===== src/hw/hdc_pkg.sv =====
/*
  Constants for the holdover tuning-control block: register numbers, field positions,
  reset values and the scaling used by the tuning-rail comparators.
  Assumes a 32-bit serial word with the register number in its low five bits.
*/
package hdc_pkg;
  // register numbers carried in word[4:0]
  localparam logic [4:0] REG_LOCK_SWITCH  = 5'h0d;
  localparam logic [4:0] REG_RAIL_DETECT  = 5'h0e;
  localparam logic [4:0] REG_MANUAL_TUNE  = 5'h0f;
  localparam logic [4:0] REG_CRYSTAL      = 5'h10;
  localparam logic [4:0] REG_READBACK     = 5'h17;
  localparam logic [4:0] REG_LOOP_FILTER  = 5'h18;
  localparam int         ADDR_W           = 5;
  // field positions (lsb)
  localparam int LOCK_MASK_BIT   = 15;
  localparam int LOW_TRIP_LSB    = 6;
  localparam int HIGH_TRIP_LSB   = 14;
  localparam int RAIL_EN_BIT     = 5;
  localparam int MAN_VALUE_LSB   = 22;
  localparam int MAN_SELECT_BIT  = 20;
  localparam int EXIT_COUNT_LSB  = 6;
  localparam int FORCE_BIT       = 5;
  localparam int XTAL_LSB        = 30;
  localparam int C4_LSB          = 28;
  localparam int C3_LSB          = 24;
  localparam int R4_LSB          = 20;
  localparam int READBACK_LSB    = 14;
  // reset values
  localparam logic [5:0]  RST_TRIP       = 6'h00;
  localparam logic [9:0]  RST_MAN_VALUE  = 10'h000;
  localparam logic [13:0] RST_EXIT_COUNT = 14'h0001;
  localparam logic [1:0]  RST_XTAL       = 2'h0;
  localparam logic [3:0]  RST_CAP        = 4'h0;
  localparam logic [2:0]  RST_RES        = 3'h0;
  // rail scaling: code n is (n+1)/64 of the rail, dac code k is k/1023 of it
  localparam logic [15:0] DAC_FULL_SCALE = 16'h03ff;
  localparam logic [15:0] TRIP_TOP_CODE  = 16'h003f;
  localparam logic [13:0] EXIT_MAX       = 14'h3fff;

  typedef enum logic [0:0] {HDC_TRACK, HDC_HOLDOVER} hdc_state_e;
endpackage : hdc_pkg

===== src/hw/hdc_holdover_ctrl.sv =====
/*
  Holdover and tuning-DAC control with its serial programming registers.
  Assumes all inputs synchronous to i_ref_clk; i_pd_tick pulses once per
  reference-loop phase-detector period; the serial clock is much slower than i_ref_clk.
*/
// Behaviour
// six-bit low trip code n sets railed-low level at (n+1)/64 of supply.
// six-bit high trip code sets level (n+1)/64 below supply; sets flags.
// rail enable set: trip marks input invalid and raises switch event.
// ten-bit manual value n drives DAC to n/1023 of supply.
// select bit 0 runs DAC automatically, 1 uses manual value.
// leave holdover only after lock holds for programmed tick count.
// force bit keeps holdover regardless of lock.
// forced holdover uses manual value in fixed mode, else holds tracked.
// forcing raises switch event only when lock-loss mask is clear.
// falling lock raises switch event when mask clear, not when set.
// software never writes register 23; it only reads it.
// readback bits 23 to 14 hold the tracked DAC value.
// two-bit crystal amplitude field is stored.
// four-bit fourth-order capacitor field is stored.
// four-bit third-order capacitor field is stored.
// three-bit fourth-order resistor field is stored.
// exit counter restarts from zero whenever lock drops early.
`timescale 1ns/10ps
`default_nettype none
module hdc_holdover_ctrl (
  // clock, reset, enable
  input  wire logic        i_ref_clk,
  input  wire logic        i_rst,
  input  wire logic        i_ce,
  // serial programming port
  input  wire logic        i_uwire_clk,
  input  wire logic        i_uwire_data,
  input  wire logic        i_uwire_le,
  output logic             o_readback_data,
  // loop status
  input  wire logic        i_lock,
  input  wire logic        i_pd_tick,
  input  wire logic        i_pump_fixed_mode,
  input  wire logic [9:0]  i_auto_dac_code,
  // tuning and events
  output logic [9:0]       o_dac_code,
  output logic             o_holdover,
  output logic             o_switch_event,
  output logic             o_input_invalid,
  output logic             o_rail_low,
  output logic             o_rail_high,
  // analog settings
  output logic [1:0]       o_crystal_amplitude_level,
  output logic [3:0]       o_fourth_order_capacitor_select,
  output logic [3:0]       o_third_order_capacitor_select,
  output logic [2:0]       o_fourth_order_resistor_select
);
  logic [31:0] shift_reg;
  logic [31:0] rb_shift_reg;
  logic        sclk_q_reg;
  logic        le_q_reg;
  logic [5:0]  low_rail_trip_code;
  logic [5:0]  high_rail_trip_code;
  logic        rail_detect_enable;
  logic [9:0]  manual_tuning_value;
  logic        manual_tuning_select;
  logic [13:0] holdover_exit_count;
  logic        force_reg;
  logic        lock_loss_switch_mask;
  logic [13:0] exit_cnt_reg;
  logic        lock_q_reg;
  logic        force_q_reg;
  logic        railed_q_reg;
  logic [9:0]  dac_next;
  hdc_pkg::hdc_state_e state_reg, state_next;

  wire logic        sclk_rise = i_uwire_clk & ~sclk_q_reg;
  wire logic        le_rise   = i_uwire_le & ~le_q_reg;
  wire logic [4:0]  addr      = shift_reg[hdc_pkg::ADDR_W-1:0];
  wire logic [15:0] dac_x64   = {o_dac_code, 6'h00};
  wire logic [15:0] low_lim   = 16'(({10'h000, low_rail_trip_code} + 16'h0001)
                                    * hdc_pkg::DAC_FULL_SCALE);
  wire logic [15:0] high_lim  = 16'((hdc_pkg::TRIP_TOP_CODE - {10'h000, high_rail_trip_code})
                                    * hdc_pkg::DAC_FULL_SCALE);
  wire logic rail_low   = dac_x64 <= low_lim;
  wire logic rail_high  = dac_x64 >= high_lim;
  wire logic railed     = rail_low | rail_high;
  wire logic rail_trip  = rail_detect_enable & railed & ~railed_q_reg;
  wire logic lock_fall  = lock_q_reg & ~i_lock;
  wire logic lock_evt   = lock_fall & ~lock_loss_switch_mask;
  wire logic force_rise = force_reg & ~force_q_reg;
  wire logic force_evt  = force_rise & ~lock_loss_switch_mask;
  // a reserved zero count behaves like one tick
  wire logic [13:0] exit_target = (holdover_exit_count == 14'h0000) ? 14'h0001
                                                                    : holdover_exit_count;
  wire logic exit_done  = exit_cnt_reg >= exit_target;

  // serial shifter; the word is acted on at the rising edge of the latch enable
  always_ff @(posedge i_ref_clk) begin
    if (i_rst) begin
      shift_reg  <= 32'h0000_0000;
      sclk_q_reg <= 1'b0;
      le_q_reg   <= 1'b0;
    end else if (i_ce) begin
      sclk_q_reg <= i_uwire_clk;
      le_q_reg   <= i_uwire_le;
      if (sclk_rise && !i_uwire_le) begin
        shift_reg <= {shift_reg[30:0], i_uwire_data};
      end
    end
  end

  // register writes; the readback register has no storage so a write to it is dropped
  always_ff @(posedge i_ref_clk) begin
    if (i_rst) begin
      low_rail_trip_code              <= hdc_pkg::RST_TRIP;
      high_rail_trip_code             <= hdc_pkg::RST_TRIP;
      rail_detect_enable              <= 1'b0;
      manual_tuning_value             <= hdc_pkg::RST_MAN_VALUE;
      manual_tuning_select            <= 1'b0;
      holdover_exit_count             <= hdc_pkg::RST_EXIT_COUNT;
      force_reg                       <= 1'b0;
      lock_loss_switch_mask           <= 1'b0;
      o_crystal_amplitude_level       <= hdc_pkg::RST_XTAL;
      o_fourth_order_capacitor_select <= hdc_pkg::RST_CAP;
      o_third_order_capacitor_select  <= hdc_pkg::RST_CAP;
      o_fourth_order_resistor_select  <= hdc_pkg::RST_RES;
    end else if (i_ce && le_rise) begin
      case (addr)
        hdc_pkg::REG_LOCK_SWITCH: begin
          lock_loss_switch_mask <= shift_reg[hdc_pkg::LOCK_MASK_BIT];
        end
        hdc_pkg::REG_RAIL_DETECT: begin
          low_rail_trip_code  <= shift_reg[hdc_pkg::LOW_TRIP_LSB +: 6];
          high_rail_trip_code <= shift_reg[hdc_pkg::HIGH_TRIP_LSB +: 6];
          rail_detect_enable  <= shift_reg[hdc_pkg::RAIL_EN_BIT];
        end
        hdc_pkg::REG_MANUAL_TUNE: begin
          manual_tuning_value  <= shift_reg[hdc_pkg::MAN_VALUE_LSB +: 10];
          manual_tuning_select <= shift_reg[hdc_pkg::MAN_SELECT_BIT];
          holdover_exit_count  <= shift_reg[hdc_pkg::EXIT_COUNT_LSB +: 14];
          force_reg            <= shift_reg[hdc_pkg::FORCE_BIT];
        end
        hdc_pkg::REG_CRYSTAL: begin
          o_crystal_amplitude_level <= shift_reg[hdc_pkg::XTAL_LSB +: 2];
        end
        hdc_pkg::REG_LOOP_FILTER: begin
          o_fourth_order_capacitor_select <= shift_reg[hdc_pkg::C4_LSB +: 4];
          o_third_order_capacitor_select  <= shift_reg[hdc_pkg::C3_LSB +: 4];
          o_fourth_order_resistor_select  <= shift_reg[hdc_pkg::R4_LSB +: 3];
        end
        default: begin
        end
      endcase
    end
  end

  // readback snapshot taken at every latch, then shifted out msb first
  always_ff @(posedge i_ref_clk) begin
    if (i_rst) begin
      rb_shift_reg    <= 32'h0000_0000;
      o_readback_data <= 1'b0;
    end else if (i_ce) begin
      if (le_rise) begin
        rb_shift_reg <= {8'h00, o_dac_code, 14'h0000};
      end else if (sclk_rise && !i_uwire_le) begin
        rb_shift_reg <= {rb_shift_reg[30:0], 1'b0};
      end
      o_readback_data <= rb_shift_reg[31];
    end
  end

  // holdover state
  always_comb begin
    state_next = state_reg;
    case (state_reg)
      hdc_pkg::HDC_TRACK: begin
        if (force_reg || rail_trip || lock_evt) begin
          state_next = hdc_pkg::HDC_HOLDOVER;
        end
      end
      hdc_pkg::HDC_HOLDOVER: begin
        if (!force_reg && !rail_trip && exit_done) begin
          state_next = hdc_pkg::HDC_TRACK;
        end
      end
      default: state_next = hdc_pkg::HDC_TRACK;
    endcase
  end

  always_ff @(posedge i_ref_clk) begin
    if (i_rst) begin
      state_reg    <= hdc_pkg::HDC_TRACK;
      lock_q_reg   <= 1'b0;
      force_q_reg  <= 1'b0;
      railed_q_reg <= 1'b0;
      o_holdover   <= 1'b0;
    end else if (i_ce) begin
      state_reg    <= state_next;
      lock_q_reg   <= i_lock;
      force_q_reg  <= force_reg;
      railed_q_reg <= railed;
      o_holdover   <= state_next == hdc_pkg::HDC_HOLDOVER;
    end
  end

  // exit counter only advances on phase-detector ticks while lock stays valid
  always_ff @(posedge i_ref_clk) begin
    if (i_rst) begin
      exit_cnt_reg <= 14'h0000;
    end else if (i_ce) begin
      if (state_reg != hdc_pkg::HDC_HOLDOVER || !i_lock) begin
        exit_cnt_reg <= 14'h0000;
      end else if (i_pd_tick && exit_cnt_reg != hdc_pkg::EXIT_MAX) begin
        exit_cnt_reg <= exit_cnt_reg + 14'h0001;
      end
    end
  end

  // tuning dac: manual overrides all; holdover freezes the tracked code, except forced holdover in fixed mode drives the manual value
  always_comb begin
    dac_next = o_dac_code;
    if (manual_tuning_select) begin
      dac_next = manual_tuning_value;
    end else if (state_reg == hdc_pkg::HDC_HOLDOVER) begin
      if (force_reg && i_pump_fixed_mode) begin
        dac_next = manual_tuning_value;
      end
    end else begin
      dac_next = i_auto_dac_code;
    end
  end

  always_ff @(posedge i_ref_clk) begin
    if (i_rst) begin
      o_dac_code      <= 10'h000;
      o_switch_event  <= 1'b0;
      o_input_invalid <= 1'b0;
      o_rail_low      <= 1'b0;
      o_rail_high     <= 1'b0;
    end else if (i_ce) begin
      o_dac_code      <= dac_next;
      o_switch_event  <= rail_trip | lock_evt | force_evt;
      o_input_invalid <= rail_trip;
      o_rail_low      <= rail_low;
      o_rail_high     <= rail_high;
    end
  end
endmodule : hdc_holdover_ctrl
`default_nettype wire


===== config.mk =====
export PLATFORM = sky130hd
export DESIGN_NAME = hdc_holdover_ctrl
export DESIGN_NICKNAME = d
export VERILOG_FILES = /design/src/hw/hdc_pkg.sv /design/src/hw/hdc_holdover_ctrl.sv
export SDC_FILE = /design/constraint.sdc
export NUM_CORES = 1
export LEC_CHECK = 0
export ABC_CLOCK_PERIOD_IN_PS = 6700
export BUFFER_PORTS_ARGS = -buffer_cell sky130_fd_sc_hd__buf_4
export CORE_UTILIZATION = 45
export CTS_CLUSTER_SIZE = 40
export DETAILED_ROUTE_END_ITERATION = 10
export SKIP_LAST_GASP = 1
export SYNTH_ARGS = -nofsm -noshare
export SYNTH_HDL_FRONTEND = slang
export SYNTH_SLANG_ARGS = --single-unit

===== constraint.sdc =====
create_clock -name i_ref_clk -period 6.7 [get_ports i_ref_clk]
set_clock_uncertainty 0.05 [all_clocks]
set_input_delay 0 -clock i_ref_clk [delete_from_list [all_inputs] [get_ports i_ref_clk]]
set_output_delay 0 -clock i_ref_clk [all_outputs]
set_load 0.02 [all_outputs]

# Word-level counts from Yosys, hierarchy flattened
# Index checks and enable logic that the tools add are counted.
[word_totals]
ff_bits = 152
input_bits = 19
output_inout_bits = 29
elab_cells = 96
[classes]
n_addsub = 3
multipliers = 2
n_lt_le_gt_ge = 3
eq_ne = 7
muxes = 11
bitwise = 18
n_reduce_logical = 25
[op_table]
columns = ["op", "n"]
rows = [
  ["32-bit 2-to-1 mux", 2],
  ["14-bit 2-to-1 mux", 3],
  ["10-bit 2-to-1 mux", 3],
  ["2-bit AND reduction", 9],
  ["16-bit greater-or-equal comparator", 1],
  ["16-bit less-or-equal comparator", 1],
  ["7-bit by 10-bit multiplier with 16-bit output (second input constant)", 1],
  ["7-bit by 11-bit multiplier with 16-bit output (second input constant)", 1],
  ["5-bit by 4-bit equality test with 1-bit output (second input constant)", 3],
  ["14-bit by 1-bit adder with 14-bit output (second input constant)", 1],
  ["14-bit greater-or-equal comparator", 1],
  ["14-bit logical NOT", 1],
  ["14-bit inequality test (second input constant)", 1],
  ["5-bit equality test (second input constant)", 2],
  ["1-bit AND", 8],
  ["6-bit by 1-bit adder with 7-bit output (second input constant)", 1],
  ["1-bit inverter", 7],
  ["6-bit by 6-bit subtractor with 7-bit output (first input constant)", 1],
  ["1-bit logical AND", 6],
  ["1-bit logical NOT", 4],
  ["2-bit nonzero test", 2],
  ["1-bit logical OR", 3],
  ["3-bit by 2-bit inequality test with 1-bit output (second input constant)", 1],
  ["1-bit OR", 3],
  ["2 further kinds", 3],
]

# Depth between registers and ports, before layout
# Gate-level depths: netlist of the first run.
[depth]
ltp_word = 11
depth_mapped = 24
ltp_nobuf = 24

# Worst setup path after synthesis of the first run
# Ideal clock, no wire load.
[synth_timing]
kind = "register to register"
from = "register low_rail_trip_code[0]"
to = "register state_reg"
setup_time_ps = 106
arrival_ps = 6169
required_time_ps = 6544
path_slack_ps = 375
path_stages_with_launch = 24
path_buffers = 0
synth_period_minus_slack_ps = 6325
cell_sequence = "dfxtp_1 ha_1 nand3_1 xnor2_1 inv_1 fa_1 fa_1 inv_1 fa_1 fa_1 ha_1 nand3_1 a211oi_1 a211oi_2 o21bai_1 a21o_1 xnor2_1 ha_1 a21o_1 a21o_1 a21o_1 o211ai_1 o21ai_0 o311ai_0"
[synth_between]
elab_chain_cells = 11
word_cells_on_any_way = 14
cone_classes = "add/sub (1); mul (1); order compare (1); mux (3); bitwise (3); reduce/logical (5)"
[synth_lines]
columns = ["item", "line_no", "text"]
rows = [
  ["start, declared", "hdc_holdover_ctrl.sv:58", "logic [5:0] low_rail_trip_code;"],
  ["start signal, assigned", "hdc_holdover_ctrl.sv:112", "low_rail_trip_code <= hdc_pkg::RST_TRIP;"],
  ["start signal, assigned", "hdc_holdover_ctrl.sv:130", "low_rail_trip_code <= shift_reg[hdc_pkg::LOW_TRIP_LSB +: 6];"],
  ["6-bit by 1-bit adder with 7-bit output *", "hdc_holdover_ctrl.sv:77", "wire logic [15:0] low_lim = 16'(({10'h000, low_rail_trip_code} + 16'h0001)"],
  ["7-bit by 10-bit multiplier with 16-bit output *", "hdc_holdover_ctrl.sv:78", "* hdc_pkg::DAC_FULL_SCALE);"],
  ["16-bit less-or-equal comparator *", "hdc_holdover_ctrl.sv:81", "wire logic rail_low = dac_x64 <= low_lim;"],
  ["1-bit OR *", "hdc_holdover_ctrl.sv:83", "wire logic railed = rail_low | rail_high;"],
  ["1-bit AND * (2 in a row)", "hdc_holdover_ctrl.sv:84", "wire logic rail_trip = rail_detect_enable & railed & ~railed_q_reg;"],
  ["1-bit logical NOT", "hdc_holdover_ctrl.sv:179", "if (!force_reg && !rail_trip && exit_done) begin"],
  ["1-bit logical AND (2 in a row)", "hdc_holdover_ctrl.sv:179", ""],
  ["1-bit 2-to-1 mux", "hdc_holdover_ctrl.sv:179", ""],
  ["1-bit case mux with 2 select lines *", "hdc_holdover_ctrl.sv:172", "case (state_reg)"],
  ["end signal, assigned", "hdc_holdover_ctrl.sv:189", "state_reg <= hdc_pkg::HDC_TRACK;"],
  ["end signal, assigned", "hdc_holdover_ctrl.sv:195", "state_reg <= state_next;"],
  ["end, declared", "hdc_holdover_ctrl.sv:71", "hdc_pkg::hdc_state_e state_reg, state_next;"],
]
# Every way passes the cells marked *; elsewhere a longest branch is shown, timed or not.
# A chain may end at the register's enable or synchronous reset.

# Worst setup path in the final report of the first run
[layout_timing]
from = "register low_rail_trip_code[2]"
to = "register state_reg"
# The elaborated chain is that of the path after synthesis.

==> impl_metrics.toml, run 1 <==
[critical_path]
critical_path_class = "register to register"
r2r_end = "state_reg$_SDFFE_PP0P_"
r2r_start = "low_rail_trip_code[2]$_SDFFE_PP0P_"
reg2regPathDepth = 23
path_common_cell = "fa_1"
end_kind = "register"
start_kind = "register"
cp_max_fo = 6
arrival_ns = 6.60
cp_num_buf_inv = 2
worst_path_largest_cell_delay_ns = 0.63
cp_top_family = "adder cells"
worst_path_max_delay_cell = "fa_2"
required_ns = 6.96
cp_cell_sequence = "and3_1 -> and3_1 -> xor2_2 -> fa_1 -> fa_1 -> inv_1 -> fa_2 -> fa_1 -> ha_1 -> nand3_1 -> a211oi_1 -> a211oi_2 -> buf_4 -> o21ai_1 -> a31oi_1 -> xnor2_1 -> ha_1 -> nand4_1 -> nor4bb_2 -> o211ai_1 -> o211ai_1 -> o21ai_0 -> o311ai_0"
r2r_slack_ns = 0.36

[timing]
setup_viol = 0
worst_slack_ns = 0.358
finalCritPeriodShare_pct = 94.7
hold_viol = 0
hold_ws_ns = 0.112
relSlewSlack_pct = 40.9
tightest_slew_ns = 0.887
min_period_ns = 6.34
max_freq_mhz = 158
rsz0062_at_grt = "false"
finalMaxSlewViolations = 0
fin_tns_setup_ns = 0

[cells_and_area]
largest_reg_flops = 32
fin_util_pct = 53.6
nNetsFinal = 1227
n_antenna_cell = 0
drive_above_1_share_pct = 10.7
area_growth_pct = 15.3

[floorplan]
die_w_um = 142
rows = 50
initial_core_util_pct = 46.5
dieArea_um2 = 20200
dieHeight_um = 142
coreArea_um2 = 19000
top_level_ports = 48

[logic_synthesis]
netlist_instances = 1022
synth_edf_count = 0
synth-async-reset-ratio_pct = 0
mappedNetlistNets = 1177
ys_seq_area_share_pct = 31.3
synth.avg_cell_area_um2 = 8.63
yosys-top-cells-count = "nand2_1 (167), dfxtp_1 (138), ha_1 (102), a21oi_1 (86), inv_1 (86)"
synth_largest_area_cell = "dfxtp_1"
ys_top_cells_by_area = "dfxtp_1 (31%), ha_1 (14%), fa_1 (7.7%)"
yosysUniqueCellTypes = 67
yosysMostFrequentCell = "nand2_1"
ys_ff_latch = 138
yosysTopAreaCellShare_pct = 31.3
syn_area_um2 = 8820
ys.warnings.count = 0
ys.flop_type = "dfxtp_1"

[outcome]
status = "complete, no violations"

[cts]
clockRootBuffer = "clkbuf_16"
clock_sinks = 138
cts_buffers = 17
cts_buffer_depth = 2
clk_latency_ns = 0.42
cts.clk_slew.worst_paths_ns = 0.06
htree_levels = 4
cts_tree = "built"

[place]
pre_cts_ws_ns = 0.163
gp_congestion = 0.804
numPortBuffers = 47
place_hpwl_um = 14700

[hold_path]
hold_path_end = "exit_cnt_reg[8]$_SDFFE_PP0P_"
hold_depth = 5
hold_class = "input port to register"
min_from = "i_pd_tick"

[global_routing]
grt_pass1_vias = 6354
antenna_found_initial = 0
grt_usage_pct = 20.7
grt_max_degree = 81
grt_pass1_wl_um = 32600
globalRouteOverflowTotal = 0

[power_and_ir_drop]
ir_drop_mv = 0.175
p_per_area_nw_per_um2 = 196
finalPower_mw = 1.99
p_leak_nw = 4.48

[run]
cap_viol_max_count = 0

[routing]
initialDrtViolationCount = 467
dr.pass1.iters = 5
routed_wl_um = 19900
viasPerCell = 5.16
dr_total_vias = 6936
ant_nets = 0
drc_errors = 0
wl_per_cell_um = 14.8
-- cell usage in the layout, fill, tap and decap left out, types with 4 or more instances in the layout --
cell,count
clkbuf_16,17
o2111ai_1,4
o21bai_1,4
and3_1,15
nor2_1,80
a31oi_1,4
nor3_1,12
xnor2_1,14
dlygate4sd3_1,19
a311oi_1,10
o211ai_1,8
or3_1,5
nand2b_1,9
dfxtp_1,136
a22oi_1,10
bufinv_16,4
mux2i_1,30
inv_1,86
nand4_1,9
a21o_1,18
buf_4,56
a21oi_2,9
ha_1,102
o21ai_0,26
nand2_1,167
nand3_1,12
nor4_1,4
a211oi_1,10
o21a_1,5
a21oi_1,86
fa_1,33
xor2_1,21
-- where the power goes --
group	total [mW]	switching, mW	internal (mW)
Clock	0.975	0.358	0.617
Sequential	0.864	0.0265	0.837
Combinational	0.151	0.0899	0.0611
-- cell type report --
| cell class | count | area (µm²) |
|---|---|---|
| clock inverter | 12 | 175 |
| inverter | 87 | 329 |
| sequential | 138 | 2770 |
| tap | 260 | 325 |
| fill | 1805 | 8790 |
| multi-input combinational | 753 | 5530 |
| clock buffer | 18 | 429 |
| timing repair buffer | 75 | 611 |
-- per-stage QoR --
| stage | instance area [µm²] | instances |
|---|---|---|
| 6_report | 10200 | 1343 |
| 5_1_grt | 10200 | 1343 |
| 4_1_cts | 10100 | 1341 |
| 3_5_place_dp | 9330 | 1292 |
| 3_3_place_gp | 9330 | 1292 |
| 2_1_floorplan | 8820 | 1022 |
-- worst min-delay path, stage by stage --
cell	delay, ns
buf_4	0.12
a21oi_1	0.11
or3_1	0.17
xor2_1	0.08
nor2_1	0.07
-- cells by family after synthesis --
family	count (synthesis)	share of synthesized area (%)
adder cells (fa/ha/maj)	136	22.2
flip-flops	138	31.3
multiplexers	30	3.41
AND/OR/NAND/NOR	339	17.7
XOR/XNOR	36	3.58
buffers and inverters	131	6.26
AO/OA/AOI/OAI	212	15.5
-- worst max-delay path by stage --
stage,slack [ns],from,endpoint,cells after the start
after global placement,0.34,low_rail_trip_code[2]$_SDFFE_PP0P_,state_reg$_SDFFE_PP0P_,22
after global routing,0.009,low_rail_trip_code[2]$_SDFFE_PP0P_,state_reg$_SDFFE_PP0P_,24
after detailed placement,0.16,low_rail_trip_code[2]$_SDFFE_PP0P_,state_reg$_SDFFE_PP0P_,23
after floorplan,0.38,low_rail_trip_code[0]$_SDFFE_PP0P_,state_reg$_SDFFE_PP0P_,23
after CTS,0.13,low_rail_trip_code[2]$_SDFFE_PP0P_,state_reg$_SDFFE_PP0P_,23
final,0.36,low_rail_trip_code[2]$_SDFFE_PP0P_,state_reg$_SDFFE_PP0P_,23
-- timing repair --
item	CTS	global route
resized for setup	0	6
hold buffers	19	0
buffers inserted	0	2
endpoints found under the setup margin	0	5
endpoints found under the hold margin	32	0
-- per-layer routing --
layer / GRT usage (%) / vias up / part of all wire, %
met5: 0 / - / 0
met4: 5.55 / 0 / 1.2
met3: 4.07 / 14 / 3.1
met2: 31.4 / 119 / 44
met1: 30.0 / 3218 / 52
li1: - / 3585 / -
Note: power is estimated with default switching activity, not from simulation.
==> run 2: changes to the inputs <==
==> constraint.sdc (replaced) <==
create_clock -name i_ref_clk -period 6.7 [get_ports i_ref_clk]
set_clock_uncertainty 0.05 [all_clocks]
set_input_delay 0.67 -clock i_ref_clk [delete_from_list [all_inputs] [get_ports i_ref_clk]]
set_output_delay 0.67 -clock i_ref_clk [all_outputs]
set_load 0.02 [all_outputs]
==> run 2 against run 1 <==
Combinational power is 7% lower. Final cell count down 1.3%. Final area down 1.6%. Critical endpoint unchanged. Critical path depth rose by 1. Global-route usage is 0.34 points higher.
==> impl_metrics.toml, run 2 (synthesis results as in run 1) <==
[outcome]
status = "complete, no violations"

[place]
place_hpwl_um = 14900
numPortBuffers = 47
dpl_cell_area_um2 = 9330
placed_cells = 1292
gp_congestion = 0.804

[global_routing]
grt_pass1_wl_um = 33200
busiest_layer = "met2"
antenna_found_initial = 0
grt_max_degree = 73
grt_usage_pct = 21.1
use_met2_pct = 33.8
met1_usage_pct = 29.3
grt.met3_usage_pct = 3.70
grt_pass1_vias = 6588
globalRouteOverflowTotal = 0

[power_and_ir_drop]
power_frac_comb_pct = 7.0
finalPower_mw = 2.01
p_leak_nw = 4.41
ir_drop_mv = 0.168
clkPwrFrac_pct = 50.0
seq_power_share_pct = 43.0
power_switching_mw = 0.484
p_int_mw = 1.52
switching_share_pct = 24.1
p_per_area_nw_per_um2 = 201

[timing]
finalMaxSlewViolations = 0
max_freq_mhz = 158
setup_viol = 0
tightest_slew_ns = 0.779
fin_tns_setup_ns = 0
min_period_ns = 6.34
hold_viol = 0
relSlewSlack_pct = 47.9
finalCritPeriodShare_pct = 94.6
rsz0062_at_grt = "false"

[routing]
dr.pass1.iters = 4
dr_total_vias = 6896
ant_nets = 0
drc_errors = 0
initialDrtViolationCount = 407
wl_per_cell_um = 15.1
viasPerCell = 5.20
routed_wl_um = 20000

[critical_path]
required_ns = 6.98
start_kind = "register"
arrival_ns = 6.62
end_kind = "register"
cp_max_fo = 5
cp_cell_sequence = "and3_1 -> and3_1 -> xor2_2 -> inv_1 -> fa_1 -> fa_1 -> inv_1 -> fa_2 -> fa_1 -> ha_1 -> nand3_1 -> a211oi_2 -> a211oi_2 -> buf_4 -> o21bai_1 -> a21oi_1 -> xor2_1 -> ha_1 -> and4_1 -> nor4bb_1 -> o211ai_1 -> o211ai_1 -> o21ai_1 -> o311ai_1"
worst_path_largest_cell_delay_ns = 0.64
critical_path_class = "register to register"
worst_path_max_delay_cell = "fa_2"
path_common_cell = "fa_1"

[cells_and_area]
final_common_cell = "nand2_1"
drive_above_1_share_pct = 11.3
nNetsFinal = 1208
largest_reg_flops = 32
layout.cells.non_filler = 1325
nFillCells = 1835
final_cell_area_um2 = 10000
multi_input_area_um2 = 5530
n_antenna_cell = 0
final_cell_mix = "nand2_1 (167), dfxtp_1 (134), ha_1 (102)"
area_growth_pct = 13.5
seq_area_um2 = 2770

[cts]
cts_tree = "built"
cts_buffer_depth = 2
cts_buffers = 17
ctsHoldBuffers = 0
clk_latency_ns = 0.42
clock_sinks = 138
cts.clk_slew.worst_paths_ns = 0.06
clockRootBuffer = "clkbuf_16"
htree_levels = 4

[floorplan]
coreArea_um2 = 19000
top_level_ports = 48
die_w_um = 142
initial_core_util_pct = 46.5
dieArea_um2 = 20200
dieHeight_um = 142
rows = 50

[run]
cap_viol_max_count = 0

[hold_path]
hold_class = "register to register"
==> run 2: cell count changes in the layout (fill, tap and decap cells not counted), moves of 2 or more <==
| cell | previous run | this run |
|---|---|---|
| clkinv_2 | 3 | 1 |
| dfxtp_1 | 136 | 134 |
| dfxtp_2 | 2 | 4 |
| dlygate4sd3_1 | 19 | 0 |
| inv_6 | 1 | 3 |
==> run 2: per-layer routing <==
| layer | wire length, µm | up-vias |
|---|---|---|
| li1 | - | 3547 |
| met1 | 10200 | 3222 |
| met2 | 9010 | 111 |
| met3 | 619 | 16 |
| met4 | 224 | 0 |
| met5 | 0 | - |
==> run 2: what timing repair did <==
action                                  CTS  global route
resized for setup                         0            10
endpoints found under the setup margin    0             4
setup buffers                             0             2
endpoints found under the hold margin     0             0
==> run 2: path summary, 6_finish.rpt <==
path                                            start                                  end  slack [ns]  depth (start not counted)
hold reg to reg   high_rail_trip_code[3]$_SDFFE_PP0P_  high_rail_trip_code[3]$_SDFFE_PP0P_        0.40                          2
hold / removal    high_rail_trip_code[3]$_SDFFE_PP0P_  high_rail_trip_code[3]$_SDFFE_PP0P_        0.40                          2
setup reg to reg   low_rail_trip_code[4]$_SDFFE_PP0P_               state_reg$_SDFFE_PP0P_        0.36                         24
setup / recovery   low_rail_trip_code[4]$_SDFFE_PP0P_               state_reg$_SDFFE_PP0P_        0.36                         24
==> run 2: worst max-delay path, delay by kind of cell, from the launching register on <==
kind	cells	cell delay, ns
AO/OA/AOI/OAI	8	1.28
XOR/XNOR	2	0.42
adder cells (fa/ha/maj)	6	2.74
buffers and inverters	3	0.36
flip-flops	1	0.39
AND/OR/NAND/NOR	5	1.00
==> run 2: per-stage QoR <==
stage          hold WS (ns)  setup WS [ns]  util, %
6_report              0.404          0.362     52.8
5_1_grt               0.427       0.000596     52.8
4_1_cts               0.403          0.128     52.6
3_5_place_dp          0.395          0.137     49.2
3_3_place_gp          0.390          0.339     49.2
2_1_floorplan         0.378          0.375        -
==> run 2: cell type report <==
type,count,area share (%)
Clock buffer,18,4.39
Clock inverter,13,1.91
Inverter,87,3.29
Multi-Input combinational cell,753,55.3
Sequential cell,138,27.7
Tap cell,260,3.25
Timing Repair Buffer,56,4.20
==> run 2: power groups by stage <==
stage | registers [mW] | logic [mW] | clock network, mW
floorplan | 0.878 | 0.0916 | 0
global placement | 0.882 | 0.140 | 0
detailed placement | 0.882 | 0.141 | 0
CTS | 0.863 | 0.142 | 1.02
global route | 0.866 | 0.156 | 1.06
finish | 0.863 | 0.141 | 1.00
